[config.mk]
export PLATFORM = sky130hd
export DESIGN_NAME = dld_bank
export DESIGN_NICKNAME = d
export VERILOG_FILES = /design/src/dld_pkg.sv /design/src/dld_if.sv /design/src/dld_slot_store.sv /design/src/dld_bank.sv
export VERILOG_INCLUDE_DIRS = /design/src
export SDC_FILE = /design/constraint.sdc
export NUM_CORES = 1
export LEC_CHECK = 0
export BUFFER_PORTS_ARGS = -buffer_cell sky130_fd_sc_hd__buf_4
export CAP_MARGIN = 20
export CORE_ASPECT_RATIO = 1.5
export CORE_UTILIZATION = 51
export CTS_BUF_LIST = sky130_fd_sc_hd__clkbuf_16
export CTS_CLUSTER_DIAMETER = 120
export DETAILED_ROUTE_END_ITERATION = 10
export HOLD_SLACK_MARGIN = 0.02
export PLACE_DENSITY = 0.83
export SKIP_LAST_GASP = 1
export SYNTH_ARGS = -nofsm -noshare
export SYNTH_HDL_FRONTEND = slang
export SYNTH_SLANG_ARGS = --single-unit
[constraint.sdc]
create_clock -name mclk -period 12 [get_ports mclk]
set_input_delay 1.2 -clock mclk [delete_from_list [all_inputs] [get_ports mclk]]
set_output_delay 1.2 -clock mclk [all_outputs]
set_load 0.02 [all_outputs]
[src/dld_defs.svh]
/*
 Module layout descriptor constants: offsets, field positions, reset values.
 Assumes inclusion by bare name from design files.
*/
`ifndef DLD_DEFS_SVH
`define DLD_DEFS_SVH
`define DLD_OFS_SLOT0 8'h48
`define DLD_OFS_SLOT1 8'h4C
`define DLD_OFS_SLOT2 8'h50
`define DLD_DEV_CH0 5'h04
`define DLD_DEV_CH1 5'h05
`define DLD_FUNC 3'h1
`define DLD_RESET 13'h0000
`define DLD_RANK_HI 12
`define DLD_RANK_LO 10
`define DLD_POP_BIT 9
`define DLD_BANK_HI 8
`define DLD_BANK_LO 7
`define DLD_RNK_HI 6
`define DLD_RNK_LO 5
`define DLD_ROW_HI 4
`define DLD_ROW_LO 2
`define DLD_COL_HI 1
`define DLD_COL_LO 0
`define DLD_ROW_MAX 3'h4
`define DLD_COL_RSVD 2'h3
`define DLD_CNT_RSVD 2'h3
`endif

[src/dld_pkg.sv]
/*
 Types for the module layout descriptor bank.
 Assumes nothing beyond a SystemVerilog compiler.
*/
package dld_pkg;
  typedef struct packed {
    logic [2:0] first_rank_offset;
    logic slot_populated;
    logic [1:0] bank_count_code;
    logic [1:0] rank_count_code;
    logic [2:0] row_count_code;
    logic [1:0] column_count_code;
  } dld_desc_t;
  typedef enum logic [1:0] {
    DLD_IDLE = 2'b00,
    DLD_RESP = 2'b01
  } dld_state_t;
endpackage

[src/dld_if.sv]
/*
 Carrier between the decoder and the descriptor storage.
 Assumes one clock domain.
*/
`timescale 1ns/1ns
interface dld_if;
  logic wr;
  logic [2:0] sel;
  logic [12:0] wdata;
  logic [12:0] rdata [0:2];
  modport ctrl (output wr, output sel, output wdata, input rdata);
  modport store (input wr, input sel, input wdata, output rdata);
endinterface

[src/dld_slot_store.sv]
/*
 Three slot descriptors of one channel, held in flip-flops.
 Assumes writes already decoded to a one-hot slot select.
*/
`timescale 1ns/1ns
`include "dld_defs.svh"
module dld_slot_store (
  input wire logic mclk,
  input wire logic rst,
  dld_if.store bus
);
  logic [12:0] desc_q [0:2];
  genvar i;
  generate
    for (i = 0; i < 3; i++) begin : g_slot
      always_ff @(posedge mclk or posedge rst) begin
        if (rst) begin
          desc_q[i] <= `DLD_RESET;
        end else if (bus.wr && bus.sel[i]) begin
          desc_q[i] <= bus.wdata;
        end
      end
      assign bus.rdata[i] = desc_q[i];
    end
  endgenerate
endmodule

[src/dld_bank.sv]
/*
 Module layout descriptor bank for two memory channels, three slots each.
 Assumes a dword configuration port: one-cycle request strobe with device,
 function and dword offset; answers one cycle later with a done pulse.
*/
// Contract
// - First-rank offset field in bits 12:10
// - Bit 9 flags slot populated
// - Bits 8:7 encode bank count
// - Bits 6:5 encode rank count
// - Bits 4:2 encode row exponent
// - Bits 1:0 column count, 11 reserved
// - Offsets 48h,4Ch,50h on devices 4,5
`timescale 1ns/1ns
`include "dld_defs.svh"
module dld_bank (
  input wire logic mclk,
  input wire logic rst,
  input wire logic cfg_req,
  input wire logic cfg_write,
  input wire logic [4:0] cfg_device,
  input wire logic [2:0] cfg_function,
  input wire logic [7:0] cfg_offset,
  input wire logic [31:0] cfg_wdata,
  output logic cfg_done,
  output logic cfg_hit,
  output logic [31:0] cfg_rdata,
  output dld_pkg::dld_desc_t ch0_slot [0:2],
  output dld_pkg::dld_desc_t ch1_slot [0:2],
  output logic [5:0] layout_bad
);
  dld_if ch0_if ();
  dld_if ch1_if ();

  function automatic logic [2:0] slot_decode(input logic [7:0] ofs);
    logic [2:0] s;
    s = 3'b000;
    if (ofs == `DLD_OFS_SLOT0) begin
      s = 3'b001;
    end else if (ofs == `DLD_OFS_SLOT1) begin
      s = 3'b010;
    end else if (ofs == `DLD_OFS_SLOT2) begin
      s = 3'b100;
    end
    return s;
  endfunction

  function automatic logic bank_code_rsvd(input logic [12:0] d);
    return d[`DLD_BANK_HI:`DLD_BANK_LO] == `DLD_CNT_RSVD;
  endfunction

  function automatic logic rank_code_rsvd(input logic [12:0] d);
    return d[`DLD_RNK_HI:`DLD_RNK_LO] == `DLD_CNT_RSVD;
  endfunction

  function automatic logic row_code_rsvd(input logic [12:0] d);
    return d[`DLD_ROW_HI:`DLD_ROW_LO] > `DLD_ROW_MAX;
  endfunction

  function automatic logic col_code_rsvd(input logic [12:0] d);
    return d[`DLD_COL_HI:`DLD_COL_LO] == `DLD_COL_RSVD;
  endfunction

  // Reserved codes in any count field mark the layout unusable
  function automatic logic desc_bad(input logic [12:0] d);
    return bank_code_rsvd(d) || rank_code_rsvd(d) || row_code_rsvd(d) || col_code_rsvd(d);
  endfunction

  // Only populated slots count; stale codes in an empty slot are harmless
  function automatic logic slot_flag(input logic [12:0] d);
    return d[`DLD_POP_BIT] && desc_bad(d);
  endfunction

  // Zero on no match, though the hit gate masks that case anyway
  function automatic logic [12:0] slot_pick(input logic [2:0] sel, input logic [12:0] d0,
    input logic [12:0] d1, input logic [12:0] d2);
    logic [12:0] r;
    r = 13'h0000;
    if (sel[0]) begin
      r = d0;
    end else if (sel[1]) begin
      r = d1;
    end else if (sel[2]) begin
      r = d2;
    end
    return r;
  endfunction

  wire logic fn_ok = (cfg_function == `DLD_FUNC);
  wire logic ch0_sel = fn_ok && (cfg_device == `DLD_DEV_CH0);
  wire logic ch1_sel = fn_ok && (cfg_device == `DLD_DEV_CH1);
  wire logic [2:0] slot_sel = slot_decode(cfg_offset);
  wire logic hit = (ch0_sel || ch1_sel) && (slot_sel != 3'b000);
  wire logic do_write = cfg_req && cfg_write && hit;
  wire logic do_read = cfg_req && !cfg_write;

  assign ch0_if.wr = do_write && ch0_sel;
  assign ch0_if.sel = slot_sel;
  assign ch0_if.wdata = cfg_wdata[12:0];
  assign ch1_if.wr = do_write && ch1_sel;
  assign ch1_if.sel = slot_sel;
  assign ch1_if.wdata = cfg_wdata[12:0];

  dld_slot_store u_ch0 (.mclk(mclk), .rst(rst), .bus(ch0_if.store));
  dld_slot_store u_ch1 (.mclk(mclk), .rst(rst), .bus(ch1_if.store));

  wire logic [12:0] ch0_pick = slot_pick(slot_sel, ch0_if.rdata[0], ch0_if.rdata[1], ch0_if.rdata[2]);
  wire logic [12:0] ch1_pick = slot_pick(slot_sel, ch1_if.rdata[0], ch1_if.rdata[1], ch1_if.rdata[2]);
  wire logic [31:0] rd_word = !hit ? 32'h0000_0000 :
                              ch0_sel ? {19'h0_0000, ch0_pick} : {19'h0_0000, ch1_pick};

  dld_pkg::dld_state_t state_q;
  dld_pkg::dld_state_t state_d;
  always_comb begin
    case (state_q)
      dld_pkg::DLD_IDLE: state_d = cfg_req ? dld_pkg::DLD_RESP : dld_pkg::DLD_IDLE;
      dld_pkg::DLD_RESP: state_d = cfg_req ? dld_pkg::DLD_RESP : dld_pkg::DLD_IDLE;
      default: state_d = dld_pkg::DLD_IDLE;
    endcase
  end

  // Next values of the answer registers; read data stays zero outside a read answer
  wire logic done_d = (state_d == dld_pkg::DLD_RESP);
  wire logic hit_d = cfg_req && hit;
  wire logic [31:0] rdata_d = do_read ? rd_word : 32'h0000_0000;

  // Answer in flight; back-to-back requests stay in the answer state
  always_ff @(posedge mclk or posedge rst) begin
    if (rst) begin
      state_q <= dld_pkg::DLD_IDLE;
    end else begin
      state_q <= state_d;
    end
  end

  // Done follows every request, mapped or not
  always_ff @(posedge mclk or posedge rst) begin
    if (rst) begin
      cfg_done <= 1'b0;
    end else begin
      cfg_done <= done_d;
    end
  end

  always_ff @(posedge mclk or posedge rst) begin
    if (rst) begin
      cfg_hit <= 1'b0;
    end else begin
      cfg_hit <= hit_d;
    end
  end

  always_ff @(posedge mclk or posedge rst) begin
    if (rst) begin
      cfg_rdata <= 32'h0000_0000;
    end else begin
      cfg_rdata <= rdata_d;
    end
  end

  // Registered field view for the mapping logic
  // rank offset bits 12:10
  always_ff @(posedge mclk or posedge rst) begin
    if (rst) begin
      for (int k = 0; k < 3; k++) begin
        ch0_slot[k] <= dld_pkg::dld_desc_t'(`DLD_RESET);
      end
    end else begin
      for (int k = 0; k < 3; k++) begin
        ch0_slot[k] <= dld_pkg::dld_desc_t'(ch0_if.rdata[k]);
      end
    end
  end

  always_ff @(posedge mclk or posedge rst) begin
    if (rst) begin
      for (int k = 0; k < 3; k++) begin
        ch1_slot[k] <= dld_pkg::dld_desc_t'(`DLD_RESET);
      end
    end else begin
      for (int k = 0; k < 3; k++) begin
        ch1_slot[k] <= dld_pkg::dld_desc_t'(ch1_if.rdata[k]);
      end
    end
  end

  // Bit s for channel 0, bit s+3 for channel 1
  wire logic [5:0] bad_d;
  genvar s;
  generate
    for (s = 0; s < 3; s++) begin : g_bad
      assign bad_d[s] = slot_flag(ch0_if.rdata[s]);
      assign bad_d[s+3] = slot_flag(ch1_if.rdata[s]);
    end
  endgenerate

  always_ff @(posedge mclk or posedge rst) begin
    if (rst) begin
      layout_bad <= 6'h00;
    end else begin
      layout_bad <= bad_d;
    end
  end

  // offsets are software's duty; stored as written
  // No mode bit says how many modules sit on a channel, so nothing could check them
endmodule

==> metrics <==
Starting DRT DRC Count=277; number of flops mapped to enable cells by yosys=0; final HPWL from detailed placement=10700 µm; post-synth cell types=36; vias in the first global route=4434; Avg Inst Size Synth=14.9 µm²; Cells after Synth=449; max_cap viols=0; die width=95.6 µm; antenna violations before repair=0; IO Pins=170; fraction of registers with async set/reset=100%; post-CTS setup buffer count=0; Slew Limit Fails=0; Routed met2 length=8520 µm; max frequency=259 MHz; Crit path required time=12.30 ns; Die Y=142 µm; Pleak=4.15 nW; clk slew on worst S/H paths=0.06 ns; first-pass GRT wire length=24000 µm; WL met3=939 µm; Setup crit start=cfg_offset[0]; crit-path max FO=23; Slew headroom=34.1%; most frequent cells in the layout=177 x dfrtp_1, 134 x buf_4, 78 x mux2_2; top layer in use=met4; reg-to-reg slack, setup=10.37 ns; sequential share of power=52.4%; Synthesis Warnings=0; Tmin final=3.86 ns; number of buffers added on ports=131; r2r worst-path depth=4; worst r2r src=u_ch1.bus.rdata[1]; final WL=15800 µm; CTS max path bufs=2; CP startpoint kind=primary input; via count=4420; Worst-Skew Late Latency=0.43 ns; Clock Tree Root=clkbuf_16; post-cts sizing count=0; total chip power=1.14 mW; detail-routed via count per cell=5.93; Internal=887 µW; area leader, netlist=dfrtp_1; Worst-Margin Slew=0.989 ns; CTS Hold Bufs=0; FF-to-FF End=cfg_rdata[1]; nets@finish=629; Area contributors post-synth=dfrtp_1 66%, mux2_2 13%, a211oi_1 4.1%; worst setup path end=u_ch0.bus.rdata[33]; Crit. End Element=flop; DIE AREA=13600 µm²; mean routed wirelength per cell=21.2 µm; most common cell after layout, fill and taps aside=dfrtp_1; Final Cycle Share=32.1%; Comb power frac=3.8%; post-synth top area share=66.1%; Sw Share=22.1%; Final Skew=0.00609 ns; pwr dens=137 nW/µm²; P&R area growth vs syn=23.8%; fraction of layout cells with a size suffix above 1=42.4%; GRT Residual Overflow=0; WS Path Type=primary input to flop; maximum VDD drop=0.0000982 V; CTS tree=built; row count=50; signal arrival time at the worst endpoint=4.16 ns; Placer Congestion=0.893; htree depth=4; Metal-1 WL=5850 µm; register area share after synthesis=66.1%; CTS Buf Count=17; # setup viols final=0; status=completed; synthesized flop and latch total=177; unrepaired setup endpoints after global routing=false; # diodes=0; DRC viols=0; maximum number of pins on one net before global-route repair=93; Initial Util=53.0%; Num Clock Sinks=177; synthesized area=6700 µm²; Psw=252 µW; # fillers=880; Core Region=12600 µm²; First-pass DRT Iterations=8; Fin. Hold Viols=0; clock share of power=43.9%; GRT Overall Usage=24.4%; Final ANT Viol Nets=0; Hold Path Class=flop to flop; Setup TNS Final=0 ns; Main synth FF type=dfrtp_1
[final cells by class]
| type | instances | area [µm²] | area share, % |
|---|---|---|---|
| Clock buffer | 17 | 425 | 5.13 |
| Clock inverter | 14 | 105 | 1.27 |
| Inverter | 3 | 16.3 | 0.196 |
| Multi-Input combinational cell | 243 | 2090 | 25.2 |
| Sequential cell | 177 | 4430 | 53.4 |
| Tap cell | 156 | 195 | 2.35 |
| Timing Repair Buffer | 135 | 1030 | 12.5 |
[cell usage after synthesis, types with 2 or more instances]
| cell type | n |
|---|---|
| nand3_1 | 3 |
| o21ai_0 | 9 |
| clkbuf_1 | 17 |
| or4bb_1 | 13 |
| nor2_1 | 2 |
| inv_1 | 3 |
| nand4_1 | 5 |
| buf_4 | 20 |
| nand2_1 | 13 |
| nor4_1 | 6 |
| a21boi_0 | 8 |
| a222oi_1 | 6 |
| or3b_2 | 2 |
| or4b_4 | 2 |
| nand4b_1 | 12 |
| nor3_1 | 3 |
| dfrtp_1 | 177 |
| a211oi_1 | 37 |
| nor4b_1 | 2 |
| buf_2 | 5 |
| a221oi_1 | 12 |
| mux2_2 | 78 |
[routing by layer]
layer  track usage, %  vias up
met3             5.56       45
met5                0        -
met2             40.9      203
li1                 -     1910
met1             29.5     2262
met4             11.5        0
[flip-flops by register name, indices dropped and copies added (netlist names)]
name and flops:
cfg_hit 1, ch0_slot 39, u_ch1.bus.rdata 39, u_ch0.bus.rdata 39
state_q 1, ch1_slot 39, layout_bad 6, cfg_rdata 13
[through the flow]
stage / setup WS [ns] / instances / hold slack (ns) / utilization (%) / instance area, µm²
finish: 8.14 / 745 / 0.390 / 65.6 / 8290
floorplan: 6.00 / 467 / 0.361 / - / 6770
global route: 8.00 / 745 / 0.408 / 65.6 / 8290
CTS: 8.21 / 744 / 0.399 / 65.4 / 8260
global placement: 7.89 / 713 / 0.376 / 61.2 / 7730
detailed placement: 7.81 / 713 / 0.384 / 61.2 / 7730
[power groups by stage]
stage               clock network, mW  logic (mW)  registers (mW)
floorplan                           0      0.0266           0.608
global placement                    0      0.0400           0.608
detailed placement                  0      0.0418           0.608
CTS                             0.503      0.0419           0.597
global route                    0.531      0.0470           0.597
finish                          0.500      0.0427           0.597
[logic make-up (layout without fill, tap and decap cells)]
group / Yosys count / in the layout / synth area share [%]
other cells: 1 / 19 / 0.0560
flops: 177 / 177 / 66.1
simple gates: 71 / 71 / 8.09
buf+inv: 47 / 169 / 3.96
mux: 78 / 78 / 13.1
compound gates: 75 / 75 / 8.67
[worst max-delay path: stages]
cell and delay [ns]:
buf_4 0.10, or4b_1 0.96, a211oi_2 0.51, nand4_1 0.81, mux2_2 0.57
[how the worst min path moves through the flow]
stage               cells past startpoint            to                 from
global route                            0  ch1_slot[36]  u_ch1.bus.rdata[36]
detailed placement                      0  ch1_slot[12]  u_ch1.bus.rdata[12]
CTS                                     0  ch1_slot[12]  u_ch1.bus.rdata[12]
finish                                  0  ch1_slot[12]  u_ch1.bus.rdata[12]
floorplan                               0  ch1_slot[10]  u_ch1.bus.rdata[10]
global placement                        0  ch1_slot[10]  u_ch1.bus.rdata[10]
Note: power is estimated with default switching activity, not from simulation.
